[src/verilog/pvi_pkg.sv]
/*
 * constants, register map and carrier types of the priority interrupt vectoring block.
 * assumes one core clock with four clocks to a machine cycle and a classic wishbone register port.
 */
package pvi_pkg;
    // machine cycle timing
    localparam int CLK_PER_MC = 4;
    localparam logic [1:0] PH_C1 = 2'h0;
    localparam logic [1:0] PH_C3 = 2'h2;
    localparam logic [1:0] PH_C4 = 2'h3;
    localparam int CALL_MC = 4;
    localparam int MIN_LAT_MC = 5;
    localparam int MAX_LAT_MC = 12;
    localparam int MAX_LAT_CLK = MAX_LAT_MC * CLK_PER_MC;
    localparam logic [1:0] CALL_LAST = 2'(CALL_MC - 1);

    // source numbering, lowest index wins a tie
    localparam int NUM_SRC = 12;
    localparam logic [3:0] SRC_EXT0 = 4'h0;
    localparam logic [3:0] SRC_TMR0 = 4'h1;
    localparam logic [3:0] SRC_EXT1 = 4'h2;
    localparam logic [3:0] SRC_TMR1 = 4'h3;
    localparam logic [3:0] SRC_PFAIL = 4'hC;

    // vector addresses by source index
    localparam logic [11:0][15:0] VEC_TABLE = {
        16'h0063, 16'h005B, 16'h0053, 16'h004B, 16'h0043, 16'h003B,
        16'h002B, 16'h0023, 16'h001B, 16'h0013, 16'h000B, 16'h0003};

    // tier indices of the in-service vector
    localparam int TIER_LOW = 0;
    localparam int TIER_HIGH = 1;
    localparam int TIER_TOP = 2;

    // register byte offsets
    localparam logic [7:0] ADR_ENABLE = 8'h00;
    localparam logic [7:0] ADR_PRIO = 8'h04;
    localparam logic [7:0] ADR_CFG = 8'h08;
    localparam logic [7:0] ADR_FLAGS = 8'h0C;
    localparam logic [7:0] ADR_STATUS = 8'h10;

    // field positions
    localparam int PFAIL_EN_BIT = 12;
    localparam int GLOBAL_EN_BIT = 15;
    localparam int CFG_HC_LSB = 2;

    // values after reset
    localparam logic [11:0] EN_RESET = 12'h000;
    localparam logic [11:0] PRIO_RESET = 12'h000;
    localparam logic [5:0] CFG_RESET = 6'h00;

    // core handshake into the controller
    typedef struct packed {
        logic last_mc;
        logic reg_write;
        logic reti;
    } pvi_core_t;

    // hardware long call towards the core
    typedef struct packed {
        logic start;
        logic busy;
        logic load;
        logic [15:0] vector;
    } pvi_call_t;

    typedef enum logic [0:0] {ST_RUN, ST_CALL} pvi_state_t;
endpackage : pvi_pkg
[src/verilog/pvi_ctrl.sv]
/*
 * priority interrupt vectoring controller with wishbone register port.
 * assumes the core reports its last machine cycle, enable/priority writes and returns,
 * and performs the stack push and counter load when told.
 */
// Our own choices: register access over Wishbone and the placing of the registers.
`timescale 1ns/1ps
module pvi_ctrl #(
    parameter logic [15:0] PFAIL_VECTOR = 16'h0070
) (
    // clock and reset
    input wire logic clk_i,
    input wire logic rst_i,
    // wishbone slave
    input wire logic wb_cyc_i,
    input wire logic wb_stb_i,
    input wire logic wb_we_i,
    input wire logic [7:0] wb_adr_i,
    input wire logic [3:0] wb_sel_i,
    input wire logic [31:0] wb_dat_i,
    output logic [31:0] wb_dat_o,
    output logic wb_ack_o,
    // request pins, external ones active low, power fail active high
    input wire logic [5:0] ext_request_pin_n_i,
    input wire logic power_fail_request_i,
    // peripheral requests
    input wire logic [1:0] timer_overflow_i,
    input wire logic serial0_receive_flag_i,
    input wire logic serial0_transmit_flag_i,
    input wire logic serial1_receive_flag_i,
    input wire logic serial1_transmit_flag_i,
    input wire logic timer_two_overflow_flag_i,
    input wire logic timer_two_external_flag_i,
    input wire logic watchdog_timeout_flag_i,
    // processor core
    input wire pvi_pkg::pvi_core_t core_i,
    output pvi_pkg::pvi_call_t call_o,
    output logic [2:0] in_service_o,
    output logic [1:0] phase_o
);
    import pvi_pkg::*;

    logic c1;
    logic c3;
    logic c4;
    logic [5:0] pin_sample;
    logic [5:0] pin_fall;
    logic [11:0] source_enable_reg;
    logic global_irq_enable;
    logic pfail_enable;
    logic [11:0] priority_select_reg;
    logic [1:0] ext_edge_mode;
    logic [3:0] hw_flag_clear_select;
    logic [5:0] ext_flag;
    logic [1:0] timer_flag;
    logic [11:0] request;
    logic [11:0] snap;
    logic snap_pfail;
    logic [4:0] hi_pick;
    logic [4:0] lo_pick;
    logic cand;
    logic [1:0] cand_tier;
    logic [3:0] cand_idx;
    logic tier_free;
    logic take;
    logic [3:0] last_idx;
    pvi_state_t state;
    logic [1:0] call_mc;
    logic [5:0] ext_hw_clear;
    logic [1:0] timer_hw_clear;
    logic wb_req;
    logic wb_wr;
    logic [31:0] wmask;
    logic [31:0] rd_word;
    logic flags_wr;
    logic call_start;
    logic call_busy;
    logic call_load;
    logic [15:0] call_vector;

    // machine cycle phases
    pvi_phase u_phase (
        .clk_i(clk_i),
        .rst_i(rst_i),
        .phase_o(phase_o),
        .c1_o(c1),
        .c3_o(c3),
        .c4_o(c4)
    );

    for (genvar g = 0; g < 6; g++) begin : g_pin
        pvi_pin_sample u_pin (
            .clk_i(clk_i),
            .rst_i(rst_i),
            .c3_i(c3),
            .pin_i(ext_request_pin_n_i[g]),
            .sample_o(pin_sample[g]),
            .fall_o(pin_fall[g])
        );
    end

    // bus request decode and byte lanes
    assign wb_req = wb_cyc_i & wb_stb_i & ~wb_ack_o;
    // writes land on the edge at which the master sees ack
    assign wb_wr = wb_cyc_i & wb_stb_i & wb_we_i & wb_ack_o;
    assign flags_wr = wb_wr & (wb_adr_i == ADR_FLAGS);
    assign wmask = {{8{wb_sel_i[3]}}, {8{wb_sel_i[2]}}, {8{wb_sel_i[1]}}, {8{wb_sel_i[0]}}};

    always_ff @(posedge clk_i) begin
        if (rst_i) begin
            source_enable_reg <= EN_RESET;
            pfail_enable <= 1'b0;
            global_irq_enable <= 1'b0;
        end else if (wb_wr && wb_adr_i == ADR_ENABLE) begin
            source_enable_reg <= (source_enable_reg & ~wmask[11:0]) | (wb_dat_i[11:0] & wmask[11:0]);
            if (wb_sel_i[1]) begin
                pfail_enable <= wb_dat_i[PFAIL_EN_BIT];
                global_irq_enable <= wb_dat_i[GLOBAL_EN_BIT];
            end
        end
    end

    // tier select per source, one means high
    always_ff @(posedge clk_i) begin
        if (rst_i) begin
            priority_select_reg <= PRIO_RESET;
        end else if (wb_wr && wb_adr_i == ADR_PRIO) begin
            priority_select_reg <= (priority_select_reg & ~wmask[11:0]) | (wb_dat_i[11:0] & wmask[11:0]);
        end
    end

    // trigger mode and hardware clear selects
    always_ff @(posedge clk_i) begin
        if (rst_i) begin
            {hw_flag_clear_select, ext_edge_mode} <= CFG_RESET;
        end else if (wb_wr && wb_adr_i == ADR_CFG && wb_sel_i[0]) begin
            {hw_flag_clear_select, ext_edge_mode} <= wb_dat_i[5:0];
        end
    end

    // hardware flag clears on vectoring
    always_comb begin
        ext_hw_clear = 6'h00;
        timer_hw_clear = 2'h0;
        if (take && cand_tier != 2'(TIER_TOP)) begin
            // external zero/one only when edge triggered
            ext_hw_clear[0] = (cand_idx == SRC_EXT0) & ext_edge_mode[0];
            ext_hw_clear[1] = (cand_idx == SRC_EXT1) & ext_edge_mode[1];
            for (int k = 0; k < 4; k++) begin
                ext_hw_clear[k + 2] = (cand_idx == 4'(k + 7)) & hw_flag_clear_select[k];
            end
            timer_hw_clear[0] = (cand_idx == SRC_TMR0);
            timer_hw_clear[1] = (cand_idx == SRC_TMR1);
        end
    end

    // external request flags; a new edge beats any clear
    always_ff @(posedge clk_i) begin
        if (rst_i) begin
            ext_flag <= 6'h00;
        end else begin
            for (int k = 0; k < 6; k++) begin
                if (k < 2 && !ext_edge_mode[k % 2]) begin
                    // level mode follows the sampled pin
                    ext_flag[k] <= ~pin_sample[k];
                end else begin
                    ext_flag[k] <= ((flags_wr && wb_sel_i[(k < 2 ? k * 2 : k + 5) / 8])
                        ? wb_dat_i[k < 2 ? k * 2 : k + 5] : ext_flag[k]) & ~ext_hw_clear[k] | pin_fall[k];
                end
            end
        end
    end

    // timer flags, set by the phase-three overflow pulse
    always_ff @(posedge clk_i) begin
        if (rst_i) begin
            timer_flag <= 2'h0;
        end else begin
            for (int k = 0; k < 2; k++) begin
                timer_flag[k] <= ((flags_wr && wb_sel_i[0])
                    ? wb_dat_i[k * 2 + 1] : timer_flag[k]) & ~timer_hw_clear[k] | timer_overflow_i[k];
            end
        end
    end

    // peripheral flags used as given, never cleared here
    assign request = {watchdog_timeout_flag_i, ext_flag[5:2],
        serial1_receive_flag_i | serial1_transmit_flag_i,
        timer_two_overflow_flag_i | timer_two_external_flag_i,
        serial0_receive_flag_i | serial0_transmit_flag_i,
        timer_flag[1], ext_flag[1], timer_flag[0], ext_flag[0]};

    // fresh sample every machine cycle, nothing kept
    always_ff @(posedge clk_i) begin
        if (rst_i) begin
            snap <= 12'h000;
            snap_pfail <= 1'b0;
        end else if (c1) begin
            snap <= request & source_enable_reg & {NUM_SRC{global_irq_enable}};
            snap_pfail <= power_fail_request_i & pfail_enable;
        end
    end

    // lowest set index with a found flag on top
    function automatic logic [4:0] first_set(input logic [11:0] v);
        logic [4:0] r;
        r = 5'h00;
        for (int k = NUM_SRC - 1; k >= 0; k--) begin
            if (v[k]) begin
                r = {1'b1, 4'(k)};
            end
        end
        return r;
    endfunction : first_set

    assign hi_pick = first_set(snap & priority_select_reg);
    assign lo_pick = first_set(snap & ~priority_select_reg);

    always_comb begin
        cand = 1'b1;
        cand_tier = 2'(TIER_TOP);
        cand_idx = SRC_PFAIL;
        if (!snap_pfail) begin
            if (hi_pick[4]) begin
                cand_tier = 2'(TIER_HIGH);
                cand_idx = hi_pick[3:0];
            end else begin
                cand = lo_pick[4];
                cand_tier = 2'(TIER_LOW);
                cand_idx = lo_pick[3:0];
            end
        end
    end

    // only if no equal or higher tier in service
    always_comb begin
        unique case (cand_tier)
            2'(TIER_TOP): tier_free = ~in_service_o[TIER_TOP];
            2'(TIER_HIGH): tier_free = ~|in_service_o[2:1];
            default: tier_free = ~|in_service_o;
        endcase
    end

    // poll at phase four of the last machine cycle
    assign take = c4 & (state == ST_RUN) & cand & tier_free
        & core_i.last_mc & ~core_i.reg_write & ~core_i.reti;

    // call state, four machine cycles long
    always_ff @(posedge clk_i) begin
        if (rst_i) begin
            state <= ST_RUN;
            call_mc <= 2'h0;
        end else begin
            unique case (state)
                ST_RUN: begin
                    if (take) begin
                        state <= ST_CALL;
                        call_mc <= 2'h0;
                    end
                end
                ST_CALL: begin
                    if (c4) begin
                        call_mc <= call_mc + 2'h1;
                        if (call_mc == CALL_LAST) begin
                            state <= ST_RUN;
                        end
                    end
                end
            endcase
        end
    end

    // push request, then vector load at the end
    always_ff @(posedge clk_i) begin
        if (rst_i) begin
            call_start <= 1'b0;
            call_load <= 1'b0;
            call_vector <= 16'h0000;
            last_idx <= 4'h0;
        end else begin
            call_start <= take;
            call_load <= (state == ST_CALL) & c4 & (call_mc == CALL_LAST);
            if (take) begin
                call_vector <= (cand_tier == 2'(TIER_TOP)) ? PFAIL_VECTOR : VEC_TABLE[cand_idx];
                last_idx <= cand_idx;
            end
        end
    end

    // busy follows the call state
    assign call_busy = (state == ST_CALL);

    // call carrier towards the core, one driver for the whole struct
    assign call_o = '{
        start: call_start,
        busy: call_busy,
        load: call_load,
        vector: call_vector
    };

    always_ff @(posedge clk_i) begin
        if (rst_i) begin
            in_service_o <= 3'h0;
        end else if (take) begin
            in_service_o[cand_tier] <= 1'b1;
        end else if (c4 && state == ST_RUN && core_i.last_mc && core_i.reti) begin
            // only the interrupt return ends the highest one
            if (in_service_o[TIER_TOP]) begin
                in_service_o[TIER_TOP] <= 1'b0;
            end else if (in_service_o[TIER_HIGH]) begin
                in_service_o[TIER_HIGH] <= 1'b0;
            end else begin
                in_service_o[TIER_LOW] <= 1'b0;
            end
        end
    end

    // read data selection, unmapped reads zero
    always_comb begin
        unique case (wb_adr_i)
            ADR_ENABLE: rd_word = {16'h0000, global_irq_enable, 2'h0, pfail_enable, source_enable_reg};
            ADR_PRIO: rd_word = {20'h00000, priority_select_reg};
            ADR_CFG: rd_word = {26'h0000000, hw_flag_clear_select, ext_edge_mode};
            ADR_FLAGS: rd_word = {19'h00000, power_fail_request_i, request};
            ADR_STATUS: rd_word = {24'h000000, last_idx, call_busy, in_service_o};
            default: rd_word = 32'h00000000;
        endcase
    end

    // single-wait acknowledge and registered read data
    always_ff @(posedge clk_i) begin
        if (rst_i) begin
            wb_ack_o <= 1'b0;
            wb_dat_o <= 32'h00000000;
        end else begin
            wb_ack_o <= wb_req;
            if (wb_req && !wb_we_i) begin
                wb_dat_o <= rd_word;
            end
        end
    end
endmodule : pvi_ctrl

[src/verilog/pvi_phase.sv]
/*
 * machine cycle phase divider.
 * assumes the core clock; phases run from reset release.
 */
`timescale 1ns/1ps
module pvi_phase (
    // clock and reset
    input wire logic clk_i,
    input wire logic rst_i,
    // phase enables
    output logic [1:0] phase_o,
    output logic c1_o,
    output logic c3_o,
    output logic c4_o
);
    import pvi_pkg::*;

    // free running phase count
    always_ff @(posedge clk_i) begin
        if (rst_i) begin
            phase_o <= PH_C1;
        end else begin
            phase_o <= phase_o + 2'h1;
        end
    end

    // one-clock enables for phases one, three and four
    assign c1_o = (phase_o == PH_C1);
    assign c3_o = (phase_o == PH_C3);
    assign c4_o = (phase_o == PH_C4);
endmodule : pvi_phase

[src/verilog/pvi_pin_sample.sv]
/*
 * request pin sampler with falling edge detection.
 * assumes a pin synchronous to the clock, sampled on the phase-three enable.
 */
`timescale 1ns/1ps
module pvi_pin_sample (
    // clock and reset
    input wire logic clk_i,
    input wire logic rst_i,
    // sampling
    input wire logic c3_i,
    input wire logic pin_i,
    // results
    output logic sample_o,
    output logic fall_o
);
    // pin level held once per machine cycle
    always_ff @(posedge clk_i) begin
        if (rst_i) begin
            sample_o <= 1'b1;
        end else if (c3_i) begin
            sample_o <= pin_i;
        end
    end

    // high sample followed by low sample
    always_ff @(posedge clk_i) begin
        if (rst_i) begin
            fall_o <= 1'b0;
        end else begin
            fall_o <= c3_i & sample_o & ~pin_i;
        end
    end
endmodule : pvi_pin_sample

[config.mk]
export PLATFORM = sky130hd
export DESIGN_NAME = pvi_ctrl
export DESIGN_NICKNAME = d
export VERILOG_FILES = /design/src/verilog/pvi_pkg.sv /design/src/verilog/pvi_ctrl.sv /design/src/verilog/pvi_phase.sv /design/src/verilog/pvi_pin_sample.sv
export SDC_FILE = /design/constraint.sdc
export NUM_CORES = 1
export LEC_CHECK = 0
export ABC_CLOCK_PERIOD_IN_PS = 5550
export BUFFER_PORTS_ARGS = -buffer_cell sky130_fd_sc_hd__buf_2
export CORE_MARGIN = 5
export CORE_UTILIZATION = 35
export CTS_CLUSTER_SIZE = 20
export DETAILED_ROUTE_END_ITERATION = 10
export PLACE_DENSITY = 0.58
export SLEW_MARGIN = 20
export SYNTH_ARGS = -nofsm -noshare
export SYNTH_HDL_FRONTEND = slang
export SYNTH_SLANG_ARGS = --single-unit
[constraint.sdc]
create_clock -name clk_i -period 5.55 [get_ports clk_i]
set_input_delay 0 -clock clk_i [delete_from_list [all_inputs] [get_ports clk_i]]
set_output_delay 0 -clock clk_i [all_outputs]
set_load 0.01 [all_outputs]
; ---- Word level (Yosys, flattened, before mapping)
; Memories as Yosys holds them, arrays and structs flattened.
; Index checks and enable logic that the tools add are counted.
; Widths: inputs -> output; s select.
[classes]
n_addsub = 2
mul = 0
shifts = 0
magnitude_cmp = 3
n_bitwise = 84
reduce_logical = 25
div_mod_pow = 0
n_mux = 59
n_eq_ne = 21
[op_table]
columns = cell, count
row1 = $mux 5, 24
row2 = $and 12x12->12, 7
row3 = $pmux 16 s5, 1
row4 = $and 1x1->1, 40
row5 = $mux 16, 2
row6 = $not 12->12, 2
row7 = $or 12x12->12, 2
row8 = $not 1->1, 21
row9 = $mux 1, 18
row10 = $eq 8x4->1 const B, 2
row11 = $eq 4x4->1 const B, 3
row12 = $logic_and 1x1->1, 12
row13 = $or 1x1->1, 11
row14 = $mux 2, 5
row15 = $eq 2x2->1 const B, 4
row16 = $eq 4x2->1 const B, 2
row17 = $eq 8x3->1 const B, 1
row18 = $eq 8x5->1 const B, 1
row19 = $logic_not 8->1, 1
row20 = $mux 4, 2
row21 = $mux 3, 2
row22 = $mux 6, 1
row23 = $ne 2x2->1 const B, 3
row24 = $reduce_and 2->1, 3
row25 = other kinds (19), 24
[totals]
rom_bits = 256
latchBits = 0
memories = 1
regBits = 128
output_inout_bits = 57
elab_cells = 229
mem_bits_rw = 0
[mem_list]
columns = memory, words, word_bits, read_ports, rd_clocked_by_memory_dff, write_ports, line_no
row1 = (name not given), 16, 16, 1, 0, 0, pvi_ctrl.sv:284  ; call_vector <= (cand_tier == 2'(TIER_TOP)) ? PFAIL_VECTOR : VEC_TABLE[cand_idx];

; ---- Depth between registers and ports, before layout
[logic_depth]
word_depth = 27
mapped_depth = 10
depth_no_buf = 10

; ---- By module
; A second synthesis with hierarchy kept.
[hier_totals]
hier_cells = 578
hier_area_um2 = 5004.8
[by_module_without_submodules]
columns = mod, instances, seq_area_each_um2, cells_per_inst, area_per_inst_um2
row1 = pvi_ctrl, 1, 1701.6, 539, 4504.3
row2 = pvi_pin_sample, 6, 40.0, 5, 67.6
row3 = pvi_phase, 1, 40.0, 9, 95.1

; ---- Worst setup path after synthesis
; No wires, ideal clock.
[synth_path]
path_type = register to register
from = register snap[6]
to = register call_vector[6]
synth_period_minus_slack_ns = 2.393
setup_time_ns = 0.132
path_stages_with_launch = 10
slack_ns = 3.157
n_path_buf = 0
arrival_time_ns = 2.261
path_cell_list = dfxtp_1 nor2b_1 o21ba_2 a2111oi_0 nor4_1 a31oi_1 inv_1 ha_1 a2111oi_0 nor3_1
[synth_rtl]
columns = item, line_no
row1 = start: declaration, pvi_ctrl.sv:57  ; logic [11:0] snap;
row2 = start signal: assignment, pvi_ctrl.sv:199  ; snap <= request & source_enable_reg & {NUM_SRC{global_irq_enable}};
row3 = "$and 12x12->12, on equally long branches", "pvi_ctrl.sv:217, pvi_ctrl.sv:216"
row4 = $mux 5 (7 in series), pvi_ctrl.sv:209  ; if (v[k]) begin
row5 = $mux 4 (*), pvi_ctrl.sv:224  ; if (hi_pick[4]) begin
row6 = $mux 4 (*), pvi_ctrl.sv:223  ; if (!snap_pfail) begin
row7 = named net cand_idx[0], pvi_ctrl.sv:63  ; logic [3:0] cand_idx;
row8 = $mem_v2 16x16 (*), -
row9 = $mux 16 (not written as such) (*), pvi_ctrl.sv:284
row10 = $mux 16 (*), pvi_ctrl.sv:284
row11 = end signal: assignment, pvi_ctrl.sv:284
row12 = end: declaration, pvi_ctrl.sv:79  ; logic [15:0] call_vector;
; The timed path passes the listed nets; every way through them passes the cells marked *. The select of a mux whose other input is x is not followed.
; A chain may end at the register's enable or synchronous reset.

; ---- Final worst setup path
; Ends and elaborated chain as after synthesis.

==> qor.csv <==
metric;value;unit
status;finished, final reports clean;
post-synthesis cell type count;59;
root buf cell;clkbuf_16;
hold wc startpoint;serial1_receive_flag_i;
Pleak;2.36;nW
Hold Crit Class;in -> reg;
commonest cells after routing, fill and taps aside;dfxtp_1, buf_2, nor2_1;
Max Transition Viols Final;0;
clk_skew;0.00658;ns
Worst Hold Path Cells;3;
footprint of the multi-input gates;0.00260;mm2
max_cap viols;0;
routed wire length;14100;um
mux cell area share after synthesis;0.0958;
sequential share of the synthesized area;0.405;
grt met2 use;0.277;
GRT Util Overall;0.168;
ys async rst share;0;
Resized cells post-CTS;0;
routed vias/inst;5.26;
CP arrival;3.20;ns
buffers added on ports;76;
Die Wd;128;um
DR WL/cell;16.8;um
peak supply drop;0.000175;V
first-pass GRT wire length;22100;um
Worst R2R Setup Slack;2.54;ns
Vias;4412;
clock slew seen by the registers of the worst setup and hold paths;0.07;ns
Min Hold Slack;0.0180;ns
Reg2Reg Depth;9;
Nets;730;
syn avg cell area;8.59;um2
R2R Path Start;snap[6];
Clk Latency, worst-skew pair;0.34;ns
Power Dens Cells;258;mW/mm2
layout cell share with drive strength beyond 1;0.170;
mapped cell area;0.00490;mm2
CTS tree;yes;
Max Clock Freq;332;MHz
cts hold-fix bufs;27;
Final Util;0.423;
setup TNS;0;ns
CTS Buf Count;9;
initial antenna violation count;0;
global route total overflow;0;
core area;0.0138;mm2
Post-Synth Adder-Cell Area;0.0204;
Post-synth EDFFs;0;
Compound-Gate Fraction of Synth Area;0.168;
worst slack, placed;2.61;ns
initial core utilization;0.354;
number of standard cells in the final layout excluding fillers;839;
CTS Sinks;99;
Initial DRC Count;325;
CTS max path bufs;2;
met1 Track Usage GR;0.222;
Remaining DRCs;0;
Critical Path Start Type;flip-flop;
largest net degree at the start of global routing;95;
met3 Resource Use GR;0.0238;
top_reg_cell synth;dfxtp_1;
Final GP Congestion;0.898;
DR pass1 iterations;5;
CP Data Required Time;5.74;ns
n_diodes;0;
Die Span Y;128;um
Synth Register Bits;99;
Synth Area in Simple Gates;0.224;
part of the cycle the worst path needs;0.543;
endpoint class of the critical path;flip-flop;
synthesis-to-layout area growth;19.3;%
register area;0.00198;mm2
cells after synthesis;570;
largest family of logic cells by synthesized area;simple AND/OR/NAND/NOR gates;
worst slew pin tran;0.994;ns
reg2reg end;call_vector[6];
post-layout min period;3.01;ns
Top Ports;125;
final worst setup slack;2.54;ns
DP Cell Count;796;
antenna-violating nets left;0;
Synth Area in XOR/XNOR;0;
number of setup violations in the final report;0;
htree depth;3;
RSZ-0062 raised after global routing;no;
row count;43;
busiest layer in global routing;met2;
setup bufs post-CTS;0;
Filler cells;1365;
WHS Endpoint;snap[6];
worst-path fanout max;6;
YS warnings;0;
Fin. Hold Viols;0;
WS Path Type;reg -> reg;
die area;0.0165;mm2
vias in the first global route;4284;
dpl hpwl;10200;um
relative slew slack;0.337;
commonest non-fill, non-tap cell in the layout;dfxtp_1;
==> Yosys cell counts, drive strengths merged (14+ instances only) <==
library cell  instances  share of area
clkbuf               18          0.014
nor2                 73          0.056
o21ai                19          0.019
nor3                 18          0.023
nand2                48          0.037
mux2i                39          0.080
buf                  41          0.062
a21oi                44          0.045
nor2b                16          0.020
dfxtp                99           0.40
nand3                22          0.024
inv                  14          0.011
==> worst max path at each step <==
stage / from / to / slack, ns / depth (start not counted)
2_1_floorplan: snap[6] / call_vector[6] / 3.16 / 9
3_3_place_gp: snap[6] / call_vector[6] / 2.57 / 9
3_5_place_dp: snap[6] / call_vector[6] / 2.61 / 9
4_1_cts: snap[6] / call_vector[6] / 2.57 / 9
5_1_grt: flip-flop / call_vector[6] / 2.35 / 9
6_report: snap[6] / call_vector[6] / 2.54 / 9
==> metal layers <==
| metal | vias up | part of all wire |
|---|---|---|
| li1 | 2139 | - |
| met1 | 2069 | 0.43 |
| met2 | 177 | 0.47 |
| met3 | 27 | 0.071 |
| met4 | 0 | 0.023 |
| met5 | - | 0 |
==> logic make-up after synthesis <==
| family | count (synthesis) |
|---|---|
| AND/OR/NAND/NOR | 220 |
| AO/OA/AOI/OAI | 123 |
| flip-flops | 99 |
| buffers and inverters | 73 |
| multiplexers | 46 |
| adder cells (fa/ha/maj) | 8 |
| other | 1 |
==> where the power goes <==
group / leakage (nW) / switching (mW) / internal [mW] / total [mW]
combinational: 1.41 / 0.0698 / 0.0486 / 0.118
clock: 0.148 / 0.273 / 0.387 / 0.660
sequential: 0.801 / 0.00795 / 0.722 / 0.730
total: 2.36 / 0.351 / 1.16 / 1.51
==> cell type report <==
type                            count  area share
Clock buffer                       13      0.0463
Clock inverter                      3     0.00771
Inverter                           14     0.00899
Multi-Input combinational cell    425       0.445
Sequential cell                    99       0.339
Tap cell                          180      0.0385
Timing Repair Buffer              105       0.114
==> worst max-delay path: stages (launching register included) <==
cell	delay, ns
dfxtp_1	0.36
nor2b_1	0.22
o21ba_2	0.19
a2111oi_0	0.41
nor4_1	0.11
a31oi_1	0.62
inv_1	0.19
ha_1	0.32
a2111oi_0	0.37
nor3_1	0.09
==> metrics by stage <==
step	total power, mW	cell area (um2)
finish	1.51	5840
detailed placement	0.849	5250
global placement	0.847	5250
global route	1.56	5840
CTS	1.52	5830
floorplan	0.819	5000
No activity file was read; power rests on OpenSTA's default activity.
